===== src/rtl/pmcc_cfg.svh =====
// Constants of the power-mode and clock control block.
// Assumes it is included once per compilation unit by bare name.
`ifndef PMCC_CFG_SVH
`define PMCC_CFG_SVH
`define PWR_CTRL_ADDR     8'h87
`define CLK_CTRL_ADDR     8'hF9
`define PWR_CTRL_RESET    8'h00
`define CLK_CTRL_RESET    8'h10
`define PWR_LIGHT_BIT     0
`define PWR_DEEP_BIT      1
`define PWR_TX_SEL_BIT    2
`define PWR_RX_SEL_BIT    3
`define PWR_COLD_BIT      4
`define PWR_RSVD_BIT      5
`define PWR_DBL1_BIT      6
`define PWR_DBL0_BIT      7
`define CLK_DIV_LSB       0
`define CLK_DIV_MSB       2
`define CLK_AUTO_BIT      3
`define CLK_DBG_BIT       4
`define RESTART_MCYC      3
`define OSC_PER_MCYC      12
`define BUS_IDLE_BYTE     8'hFF
`endif


===== src/rtl/pmcc_pkg.sv =====
// Types shared by the power-mode and clock control block.
// Assumes pmcc_cfg.svh is on the include path.
package pmcc_pkg;
  typedef struct packed {
    logic [7:0] addr;
    logic       wr;
    logic       rd;
    logic [7:0] wdata;
  } sfr_req_s;

  typedef struct packed {
    logic       ale;
    logic       fetch_strobe_n;
    logic       rd_n;
    logic       wr_n;
    logic [7:0] ad;
    logic       ad_oe;
    logic [7:0] addr_hi;
  } ext_bus_s;

  typedef enum logic [2:0] {
    ST_RUN   = 3'b001,
    ST_LIGHT = 3'b010,
    ST_DEEP  = 3'b100
  } pwr_state_e;
endpackage


===== src/rtl/power_mode_clock_control.sv =====
// Power-mode and clock-enable controller for the microcontroller module.
// Assumes the core SFR bus, interrupt request and bus signals share sys_clk,
// and that rst_b is the supervisor reset (pin, brownout, debug, power-on).
//
// What this block does
// - Light sleep stops the core and watchdog clocks; unit clock keeps running.
// - Writing one to bit 0 of power control enters light sleep.
// - Enabled interrupt in light sleep clears the bit and resumes core.
// - Supervisor reset ends light sleep; core restarts after three machine cycles.
// - Interrupts, timers, converter, serial ports, counters stay active in light sleep.
// - Watchdog stops in light sleep; other reset sources still act.
// - Light sleep preserves all core state and memories.
// - General-purpose port outputs hold their levels in both sleep modes.
// - Writing one to bit 1 gates core and unit clocks.
// - Deep sleep stops the oscillator and all clocks, keeping state.
// - Deep sleep ends only on supervisor reset; no watchdog reset.
// - Sleeping bus drives strobe low, other strobes high, FFh on bytes.
// - Core divider spans 1/1 to 1/2048, touching only core and watchdog.
// - With auto restore set, any interrupt outside deep sleep forces divider select to 000.
// - Cold-start bit 4 set by power-on reset or a firmware write; firmware clears it.
// - Bits 7 and 6 select rate doubling for the two UARTs.
// - Divider codes map to 1,2,4,8,16,32,1024,2048; effective at once.
// - Clock control register resets to 10h.
`timescale 1ns/1ps
`include "pmcc_cfg.svh"

module power_mode_clock_control #(
  parameter int OSC_PER_MCYC = `OSC_PER_MCYC
) (
  input  wire logic               sys_clk,              // Oscillator clock
  input  wire logic               rst_b,                // Supervisor reset, low
  input  wire logic               cold_reset,           // Reset cause is power-on
  input  wire pmcc_pkg::sfr_req_s sfr_req,              // Core SFR access
  input  wire logic               irq_req,              // Any enabled interrupt
  input  wire pmcc_pkg::ext_bus_s core_bus,             // Bus from the core
  output logic [7:0]              sfr_rdata,            // Read data, next cycle
  output logic                    sfr_hit,              // Read address matched
  output logic                    core_clk_en,          // Core clock enable
  output logic                    wdt_clk_en,           // Watchdog clock enable
  output logic                    unit_clk_en,          // Peripheral clock enable
  output logic                    osc_stop,             // Stop the oscillator
  output logic                    port_hold,            // Freeze port outputs
  output logic                    dbg_cmp_en,           // Breakpoint comparators on
  output logic                    uart0_rate_doubler,   // UART0 doubling
  output logic                    uart1_rate_doubler,   // UART1 doubling
  output logic                    uart1_receive_timer_select,  // UART1 rx select
  output logic                    uart1_transmit_timer_select, // UART1 tx select
  output pmcc_pkg::ext_bus_s      ext_bus               // Bus to pins
);
  import pmcc_pkg::*;

  localparam int RESTART_CLKS = `RESTART_MCYC * OSC_PER_MCYC;

  function automatic logic [11:0] div_ratio(input logic [2:0] sel);
    case (sel)
      3'h0:    div_ratio = 12'h001;
      3'h1:    div_ratio = 12'h002;
      3'h2:    div_ratio = 12'h004;
      3'h3:    div_ratio = 12'h008;
      3'h4:    div_ratio = 12'h010;
      3'h5:    div_ratio = 12'h020;
      3'h6:    div_ratio = 12'h400;
      default: div_ratio = 12'h800;
    endcase
  endfunction

  logic [7:0]  pwr_q;
  logic [4:0]  clk_q;
  pwr_state_e  state_q;
  logic [11:0] div_cnt_q;
  logic [7:0]  hold_cnt_q;
  logic        hold_q;
  logic [7:0]  rel_cnt_q;

  logic wr_pwr;
  logic wr_clk;
  logic div_tick;

  assign wr_pwr = sfr_req.wr && (sfr_req.addr == `PWR_CTRL_ADDR);
  assign wr_clk = sfr_req.wr && (sfr_req.addr == `CLK_CTRL_ADDR);
  assign div_tick = (div_cnt_q == div_ratio(clk_q[`CLK_DIV_MSB:`CLK_DIV_LSB]) - 12'h001);

  // Power control register; the interrupt wins over a same-cycle light-sleep write
  always_ff @(posedge sys_clk) begin
    if (!rst_b) begin
      pwr_q <= `PWR_CTRL_RESET;
      pwr_q[`PWR_COLD_BIT] <= pwr_q[`PWR_COLD_BIT] | cold_reset;
    end else begin
      if (wr_pwr) begin
        pwr_q <= sfr_req.wdata;
        pwr_q[`PWR_RSVD_BIT] <= 1'b0;
      end
      if (irq_req && (state_q != ST_DEEP)) begin
        pwr_q[`PWR_LIGHT_BIT] <= 1'b0;
      end
    end
  end

  // Clock control register
  always_ff @(posedge sys_clk) begin
    if (!rst_b) begin
      clk_q <= 5'(`CLK_CTRL_RESET);
    end else begin
      if (wr_clk) begin
        clk_q <= sfr_req.wdata[4:0];
      end
      if (irq_req && clk_q[`CLK_AUTO_BIT] && (state_q != ST_DEEP)) begin
        clk_q[`CLK_DIV_MSB:`CLK_DIV_LSB] <= 3'h0;
      end
    end
  end

  // Mode sequencer; deep sleep leaves only through rst_b
  always_ff @(posedge sys_clk) begin
    if (!rst_b) begin
      state_q <= ST_RUN;
    end else begin
      case (state_q)
        ST_RUN: begin
          if (wr_pwr && sfr_req.wdata[`PWR_DEEP_BIT]) begin
            state_q <= ST_DEEP;
          end else if (wr_pwr && sfr_req.wdata[`PWR_LIGHT_BIT] && !irq_req) begin
            state_q <= ST_LIGHT;
          end
        end
        ST_LIGHT: begin
          if (irq_req) begin
            state_q <= ST_RUN;
          end
        end
        ST_DEEP: begin
          state_q <= ST_DEEP;
        end
        default: begin
          state_q <= ST_RUN;
        end
      endcase
    end
  end

  // Divider restarts on a select write so the new ratio applies at once
  always_ff @(posedge sys_clk) begin
    if (!rst_b) begin
      div_cnt_q <= 12'h000;
    end else if (wr_clk || (irq_req && clk_q[`CLK_AUTO_BIT])) begin
      div_cnt_q <= 12'h000;
    end else if (div_tick) begin
      div_cnt_q <= 12'h000;
    end else begin
      div_cnt_q <= div_cnt_q + 12'h001;
    end
  end

  // Core held for three machine cycles after each supervisor reset
  always_ff @(posedge sys_clk) begin
    if (!rst_b) begin
      hold_cnt_q <= 8'h00;
      hold_q     <= 1'b1;
    end else if (hold_q) begin
      hold_cnt_q <= hold_cnt_q + 8'h01;
      if (hold_cnt_q == 8'(RESTART_CLKS - 1)) begin
        hold_q <= 1'b0;
      end
    end
  end

  // Enables are whole-cycle flops; a gating cell latches them, no runt pulses
  always_ff @(posedge sys_clk) begin
    if (!rst_b) begin
      core_clk_en <= 1'b0;
      wdt_clk_en  <= 1'b0;
      unit_clk_en <= 1'b0;
      osc_stop    <= 1'b0;
      port_hold   <= 1'b0;
    end else begin
      core_clk_en <= (state_q == ST_RUN) && !hold_q && div_tick;
      wdt_clk_en  <= (state_q == ST_RUN) && !hold_q && div_tick;
      unit_clk_en <= (state_q != ST_DEEP);
      osc_stop    <= (state_q == ST_DEEP);
      port_hold   <= (state_q != ST_RUN);
    end
  end

  // External bus parks at fixed levels while asleep
  always_ff @(posedge sys_clk) begin
    if (!rst_b) begin
      ext_bus <= '{ale: 1'b0, fetch_strobe_n: 1'b1, rd_n: 1'b1, wr_n: 1'b1,
                   ad: `BUS_IDLE_BYTE, ad_oe: 1'b1, addr_hi: `BUS_IDLE_BYTE};
    end else if (state_q != ST_RUN) begin
      ext_bus <= '{ale: 1'b0, fetch_strobe_n: 1'b1, rd_n: 1'b1, wr_n: 1'b1,
                   ad: `BUS_IDLE_BYTE, ad_oe: 1'b1, addr_hi: `BUS_IDLE_BYTE};
    end else begin
      ext_bus <= core_bus;
    end
  end

  // Register read port, one cycle behind the request
  always_ff @(posedge sys_clk) begin
    if (!rst_b) begin
      sfr_rdata <= 8'h00;
      sfr_hit   <= 1'b0;
    end else if (sfr_req.rd && (sfr_req.addr == `PWR_CTRL_ADDR)) begin
      sfr_rdata <= pwr_q;
      sfr_hit   <= 1'b1;
    end else if (sfr_req.rd && (sfr_req.addr == `CLK_CTRL_ADDR)) begin
      sfr_rdata <= {3'h0, clk_q};
      sfr_hit   <= 1'b1;
    end else begin
      sfr_rdata <= 8'h00;
      sfr_hit   <= 1'b0;
    end
  end

  // Control bits handed to neighbouring units
  always_ff @(posedge sys_clk) begin
    if (!rst_b) begin
      dbg_cmp_en                  <= 1'b1;
      uart0_rate_doubler          <= 1'b0;
      uart1_rate_doubler          <= 1'b0;
      uart1_receive_timer_select  <= 1'b0;
      uart1_transmit_timer_select <= 1'b0;
    end else begin
      dbg_cmp_en                  <= clk_q[`CLK_DBG_BIT];
      uart0_rate_doubler          <= pwr_q[`PWR_DBL0_BIT];
      uart1_rate_doubler          <= pwr_q[`PWR_DBL1_BIT];
      uart1_receive_timer_select  <= pwr_q[`PWR_RX_SEL_BIT];
      uart1_transmit_timer_select <= pwr_q[`PWR_TX_SEL_BIT];
    end
  end

  // Helper for the restart check: clocks since reset release
  always_ff @(posedge sys_clk) begin
    if (!rst_b) begin
      rel_cnt_q <= 8'h00;
    end else if (rel_cnt_q != 8'hFF) begin
      rel_cnt_q <= rel_cnt_q + 8'h01;
    end
  end
endmodule


===== config.mk =====
export PLATFORM = sky130hd
export DESIGN_NAME = power_mode_clock_control
export DESIGN_NICKNAME = d
export VERILOG_FILES = /design/src/rtl/pmcc_pkg.sv /design/src/rtl/power_mode_clock_control.sv
export VERILOG_INCLUDE_DIRS = /design/src /design/src/rtl
export SDC_FILE = /design/constraint.sdc
export NUM_CORES = 1
export LEC_CHECK = 0
export BUFFER_PORTS_ARGS = -buffer_cell sky130_fd_sc_hd__buf_4
export CORE_UTILIZATION = 46
export DETAILED_ROUTE_END_ITERATION = 10
export GPL_TIMING_DRIVEN = 0
export PLACE_DENSITY_LB_ADDON = 0.08
export SYNTH_ARGS = -nofsm -noshare
export SYNTH_HDL_FRONTEND = slang
export SYNTH_SLANG_ARGS = --single-unit

===== constraint.sdc =====
create_clock -name sys_clk -period 1.7 [get_ports sys_clk]
set_input_delay 0.17 -clock sys_clk [delete_from_list [all_inputs] [get_ports sys_clk]]
set_output_delay 0.17 -clock sys_clk [all_outputs]
set_load 0.01 [all_outputs]

# == Word-level counts from Yosys, hierarchy flattened ==
# Index checks and enable logic that the tools add are counted.
# word_totals
reg_bits,75
input_bits,43
output_inout_bits,40
word_cells,87
# op_classes
n_addsub,3
n_eq_ne,18
n_mux,14
bitwise_logic,2
n_reduce_logical,22
# op_table
cell,count
case mux 12 bit (7 select lines),1
== test 8 bit (second input constant),2
two-way mux 5 bit,3
adder 12 x 1 -> 12 bit (second input constant),1
== test 12 bit,1
== test 3 bit (second input constant),4
logical AND 1 bit,12
subtractor 12 x 1 -> 12 bit (second input constant),1
== test 3 x 2 -> 1 bit (second input constant),3
two-way mux 3 bit,3
case mux 3 bit (3 select lines),1
adder 8 x 1 -> 8 bit (second input constant),1
== test 8 x 6 -> 1 bit (second input constant),1
two-way mux 8 bit,1
OR reduction 2 bit,4
== test 3 x 1 -> 1 bit (second input constant),2
inequality test 3 bit (second input constant),2
two-way mux 1 bit,5
zero test 3 bit,1
inequality test 3 x 1 -> 1 bit (second input constant),1
OR reduction 3 bit,1
zero test 1 bit,2
inequality test 2 x 1 -> 1 bit (second input constant),1
inequality test 2 bit (second input constant),1
other kinds (4),4

# == Depth between registers and ports, before layout ==
# logic_depth
ltp_word,7
ltp_mapped,6
ltp_nobuf,5

# == Worst setup path before layout ==
# OpenSTA, ideal clock, no wires.
# synth_timing
path_kind,reg2reg
from,register clk_q[1]
to,register div_cnt_q[0]
setup_time_ns,0.130
arrival_ns,1.453
t_required_ns,1.570
setup_slack_ns,0.118
stages_incl_launch_ff,7
path_buffers,2
period_less_slack_ns,1.582
path_cell_list,dfxtp_1 buf_6 a2111oi_4 a41oi_2 a2111oi_4 buf_6 a211oi_2
# synth_via
elab_chain_cells,5
elab_cells_between_ends,11
classes_between,1 x add/sub; 7 x eq/ne; 1 x mux; 2 x reduce/logical
# synth_lines
item,line_no,text
from (decl),power_mode_clock_control.sv:68,logic [4:0] clk_q;
from (signal assigned),power_mode_clock_control.sv:102,clk_q <= 5'(`CLK_CTRL_RESET);
from (signal assigned),power_mode_clock_control.sv:105,clk_q <= sfr_req.wdata[4:0];
== test 3 bit (tied with other cells),power_mode_clock_control.sv:55,case (sel)
case mux 12 bit (7 select lines) (*),power_mode_clock_control.sv:55,
subtractor 12 x 1 -> 12 bit (*),power_mode_clock_control.sv:81,assign div_tick = (div_cnt_q == div_ratio(clk_q[`CLK_DIV_MSB:`CLK_DIV_LSB]) - 12'h001);
== test 12 bit (*),power_mode_clock_control.sv:81,
OR reduction 3 bit (no source line) (*),n/a,
to (signal assigned),power_mode_clock_control.sv:150,div_cnt_q <= div_cnt_q + 12'h001;
to (decl),power_mode_clock_control.sv:70,logic [11:0] div_cnt_q;
# Mark *: on every way between the ends. The rest lies on a longest branch, timed or not.
# A chain may end at the register's enable or synchronous reset.

# == Worst setup path in the final report ==
# layout_timing
from,register clk_q[2]
to,register div_cnt_q[5]
# Same word-level chain as after synthesis.

==> impl_metrics.toml <==
[routing]
vias = 2303
wirelength_um = 6180
drt_iter0_drc = 64
m1WireLength_um = 2900
vias_per_cell = 5.02
route.met2.wl_um = 2630
top_layer_used = "met4"
wl_met3_um = 530
drcViolationCount = 0
wire_per_inst_um = 13.5
drtAntennaViolNets = 0
firstDrtPassIters = 4

[clock_network]
numCtsBuffers = 9
cts_tree = "done"
max-clock-path-buffers = 2
worstSkewPairLatency_ns = 0.34
clk_pin_slew_ns = 0.08
numClockSinks = 74
clockRootBuffer = "clkbuf_8"
h-tree-depth = 3

[critical_path]
max_stage_delay_ns = 0.43
crit_type = "flop to flop"
cp.required_ns = 1.92
arrival_ns = 1.90
crit_chain = "a2111oi_4 -> a31oi_2 -> a2111oi_4 -> buf_6 -> a211oi_2"
worstSetupEndpointType = "flop"
cp-start-kind = "flop"
critPathTopFamily = "compound AO/OA/AOI/OAI gates"
path_buf_inv = 1
cp_max_fo = 6
cp_common_cell = "a2111oi_4"
slowest_stage = "a2111oi_4"

[layout]
final_cells = 459
num_antenna_cells = 0
n_fill_cell = 531
layout_common_cells = "buf_4, dfxtp_1, nand2b_1, nor2_1, and2_1"
area_growth_pct = 32.8
final_nets = 424
drive_gt1_share_pct = 33.3
layout_commonest_cell = "buf_4"

[timing]
slew_violations = 0
hold_viol_final = 0
fin_setup_tns_ns = 0
min_period_over_period_pct = 98.9
relSlewSlack_pct = 65.9
clock-skew-final_ns = 0.0138
fin_ws_ns = 0.0187
rsz0062_at_grt = "yes"
fin_crit_ns = 1.68
finalHoldWorstSlack_ns = 0.0104
fmax_mhz = 595
finalSetupViolations = 0
worst_slew_pin_slew_ns = 0.508

[floorplan]
io_pins = 83
die_h_um = 82.5
die_x_um = 82.5
core_mm2 = 0.00610
initial_utilization_pct = 48.9
num_rows = 28
die-area_mm2 = 0.00680

[yosys]
syn-instance-count = 280
synth_edf_count = 1
async_flop_share_pct = 0
ys_seq_elements = 74
synth_top_cell_area_share_pct = 49.1
syn_avg_cell_area_um2 = 10.6
synth_ff_type = "dfxtp_1"
synth_nets = 325
synth_area_mm2 = 0.00298
ys_top_cells_by_area = "dfxtp_1, nand2b_1, a211oi_2"
synthDistinctLibCells = 47
yosysTopAreaCell = "dfxtp_1"
synth_warnings = 0
yosysSeqAreaShare_pct = 50.1

[run_status]
status = "complete, no violations"

[grt]
overflow = 0
antenna_found_initial = 0
grt_pass1_wl_um = 9780
grt_use_total_pct = 19.3
grt_start_max_net_pins = 14
grt_pass1_vias = 2118

[placed_design]
pre_cts_ws_ns = 0.0141
port_buffers = 80
post-place-cells = 435
dp_hpwl_um = 4280
gp_congestion = 0.793

[pwr]
cellLeakagePower_nw = 1.65
ir_drop_mv = 0.562
power_density_mw_per_mm2 = 812
p_total_mw = 3.21

[flow_run]
cap_violations = 0

[hold_path]
min_path_type = "primary input to flop"
area by class of cell:
class,instances,area (µm²),share of cell area (%)
repair buffers,90,697,17.6
multi-input cells,184,1370,34.5
clock inverters,5,38.8,0.981
clock buffers,11,131,3.32
plain buffers,16,116,2.94
inverters,4,15.0,0.380
flip-flops and latches,74,1500,37.8
well taps,75,93.8,2.37
synth_stat cells, types with 3 or more instances:
cell	count
xnor2_1	9
nand4_1	8
and3_1	4
mux2i_1	12
o31ai_1	3
xor2_1	7
a211oi_2	10
a22o_1	5
nor2_1	16
nor3_1	5
nand3_1	6
o21ai_1	3
inv_1	4
and2_1	15
nand2_1	12
a21oi_1	4
nor2b_1	9
clkbuf_1	6
dfxtp_1	73
buf_4	4
nand2b_1	25
buf_6	6
cells by family (layout without fill, tap and decap cells):
| kind of cell | Yosys count | count (layout) | share of synthesized area (%) |
|---|---|---|---|
| simple gates | 114 | 114 | 22.6 |
| flops | 74 | 74 | 50.1 |
| compound gates | 39 | 39 | 12.7 |
| buf+inv | 22 | 126 | 4.87 |
| xor+xnor | 16 | 16 | 4.70 |
| mux | 12 | 12 | 4.03 |
| fa+ha+maj | 2 | 2 | 0.840 |
| other cells | 1 | 1 | 0.126 |
state kept, by name, indices dropped and copies added (netlist names):
signal                       cells
clk_q                            5
dbg_cmp_en                       1
div_cnt_q                       12
ext_bus                         21
hold_cnt_q                       8
hold_q                           1
osc_stop                         1
port_hold                        1
pwr_q                            7
sfr_hit                          1
sfr_rdata                        7
state_q                          3
uart0_rate_doubler               1
uart1_rate_doubler               1
uart1_receive_timer_select       1
uart1_transmit_timer_select      1
unit_clk_en                      1
wdt_clk_en                       1
per-stage QoR:
stage | util (%) | area [µm²]
after CTS | 64.7 | 3940
after global placement | 60.3 | 3670
after global routing | 64.9 | 3960
final | 64.9 | 3960
after detailed placement | 60.3 | 3670
after floorplan | - | 2980
worst reg2reg max path: cells and delay by family (launching register included):
kind | cells | cell delay [ns]
buffers and inverters | 1 | 0.19
flip-flops | 1 | 0.39
AO/OA/AOI/OAI | 4 | 0.98
worst paths after layout:
kind               start            to  slack [ns]  depth (start not counted)
max             clk_q[2]  div_cnt_q[5]        0.02                          5
min          core_bus[7]    ext_bus[7]        0.01                          2
max reg2reg     clk_q[2]  div_cnt_q[5]        0.02                          5
min reg2reg     clk_q[4]    dbg_cmp_en        0.46                          1
per-layer routing:
metal  GRT usage, %  up-vias
met5              0        -
met3           4.73       12
li1               -     1165
met4           10.2        0
met1           24.7     1048
met2           30.0       78
where the power goes:
part | leakage [nW] | total, mW | switching [mW] | internal [mW]
sequential | 0.607 | 1.79 | 0.0158 | 1.77
combinational | 0.956 | 0.244 | 0.0977 | 0.147
clock | 0.0839 | 1.18 | 0.642 | 0.538
repair_timing:
action                     CTS  global route
hold endpoints to repair     7             0
pin swaps                   11             6
hold buffers                 7             0
cloned                       1             0
gates resized for setup      3             7
setup endpoints to repair   10            32
buffers inserted             2             0
No activity file was read; power rests on OpenSTA's default activity.
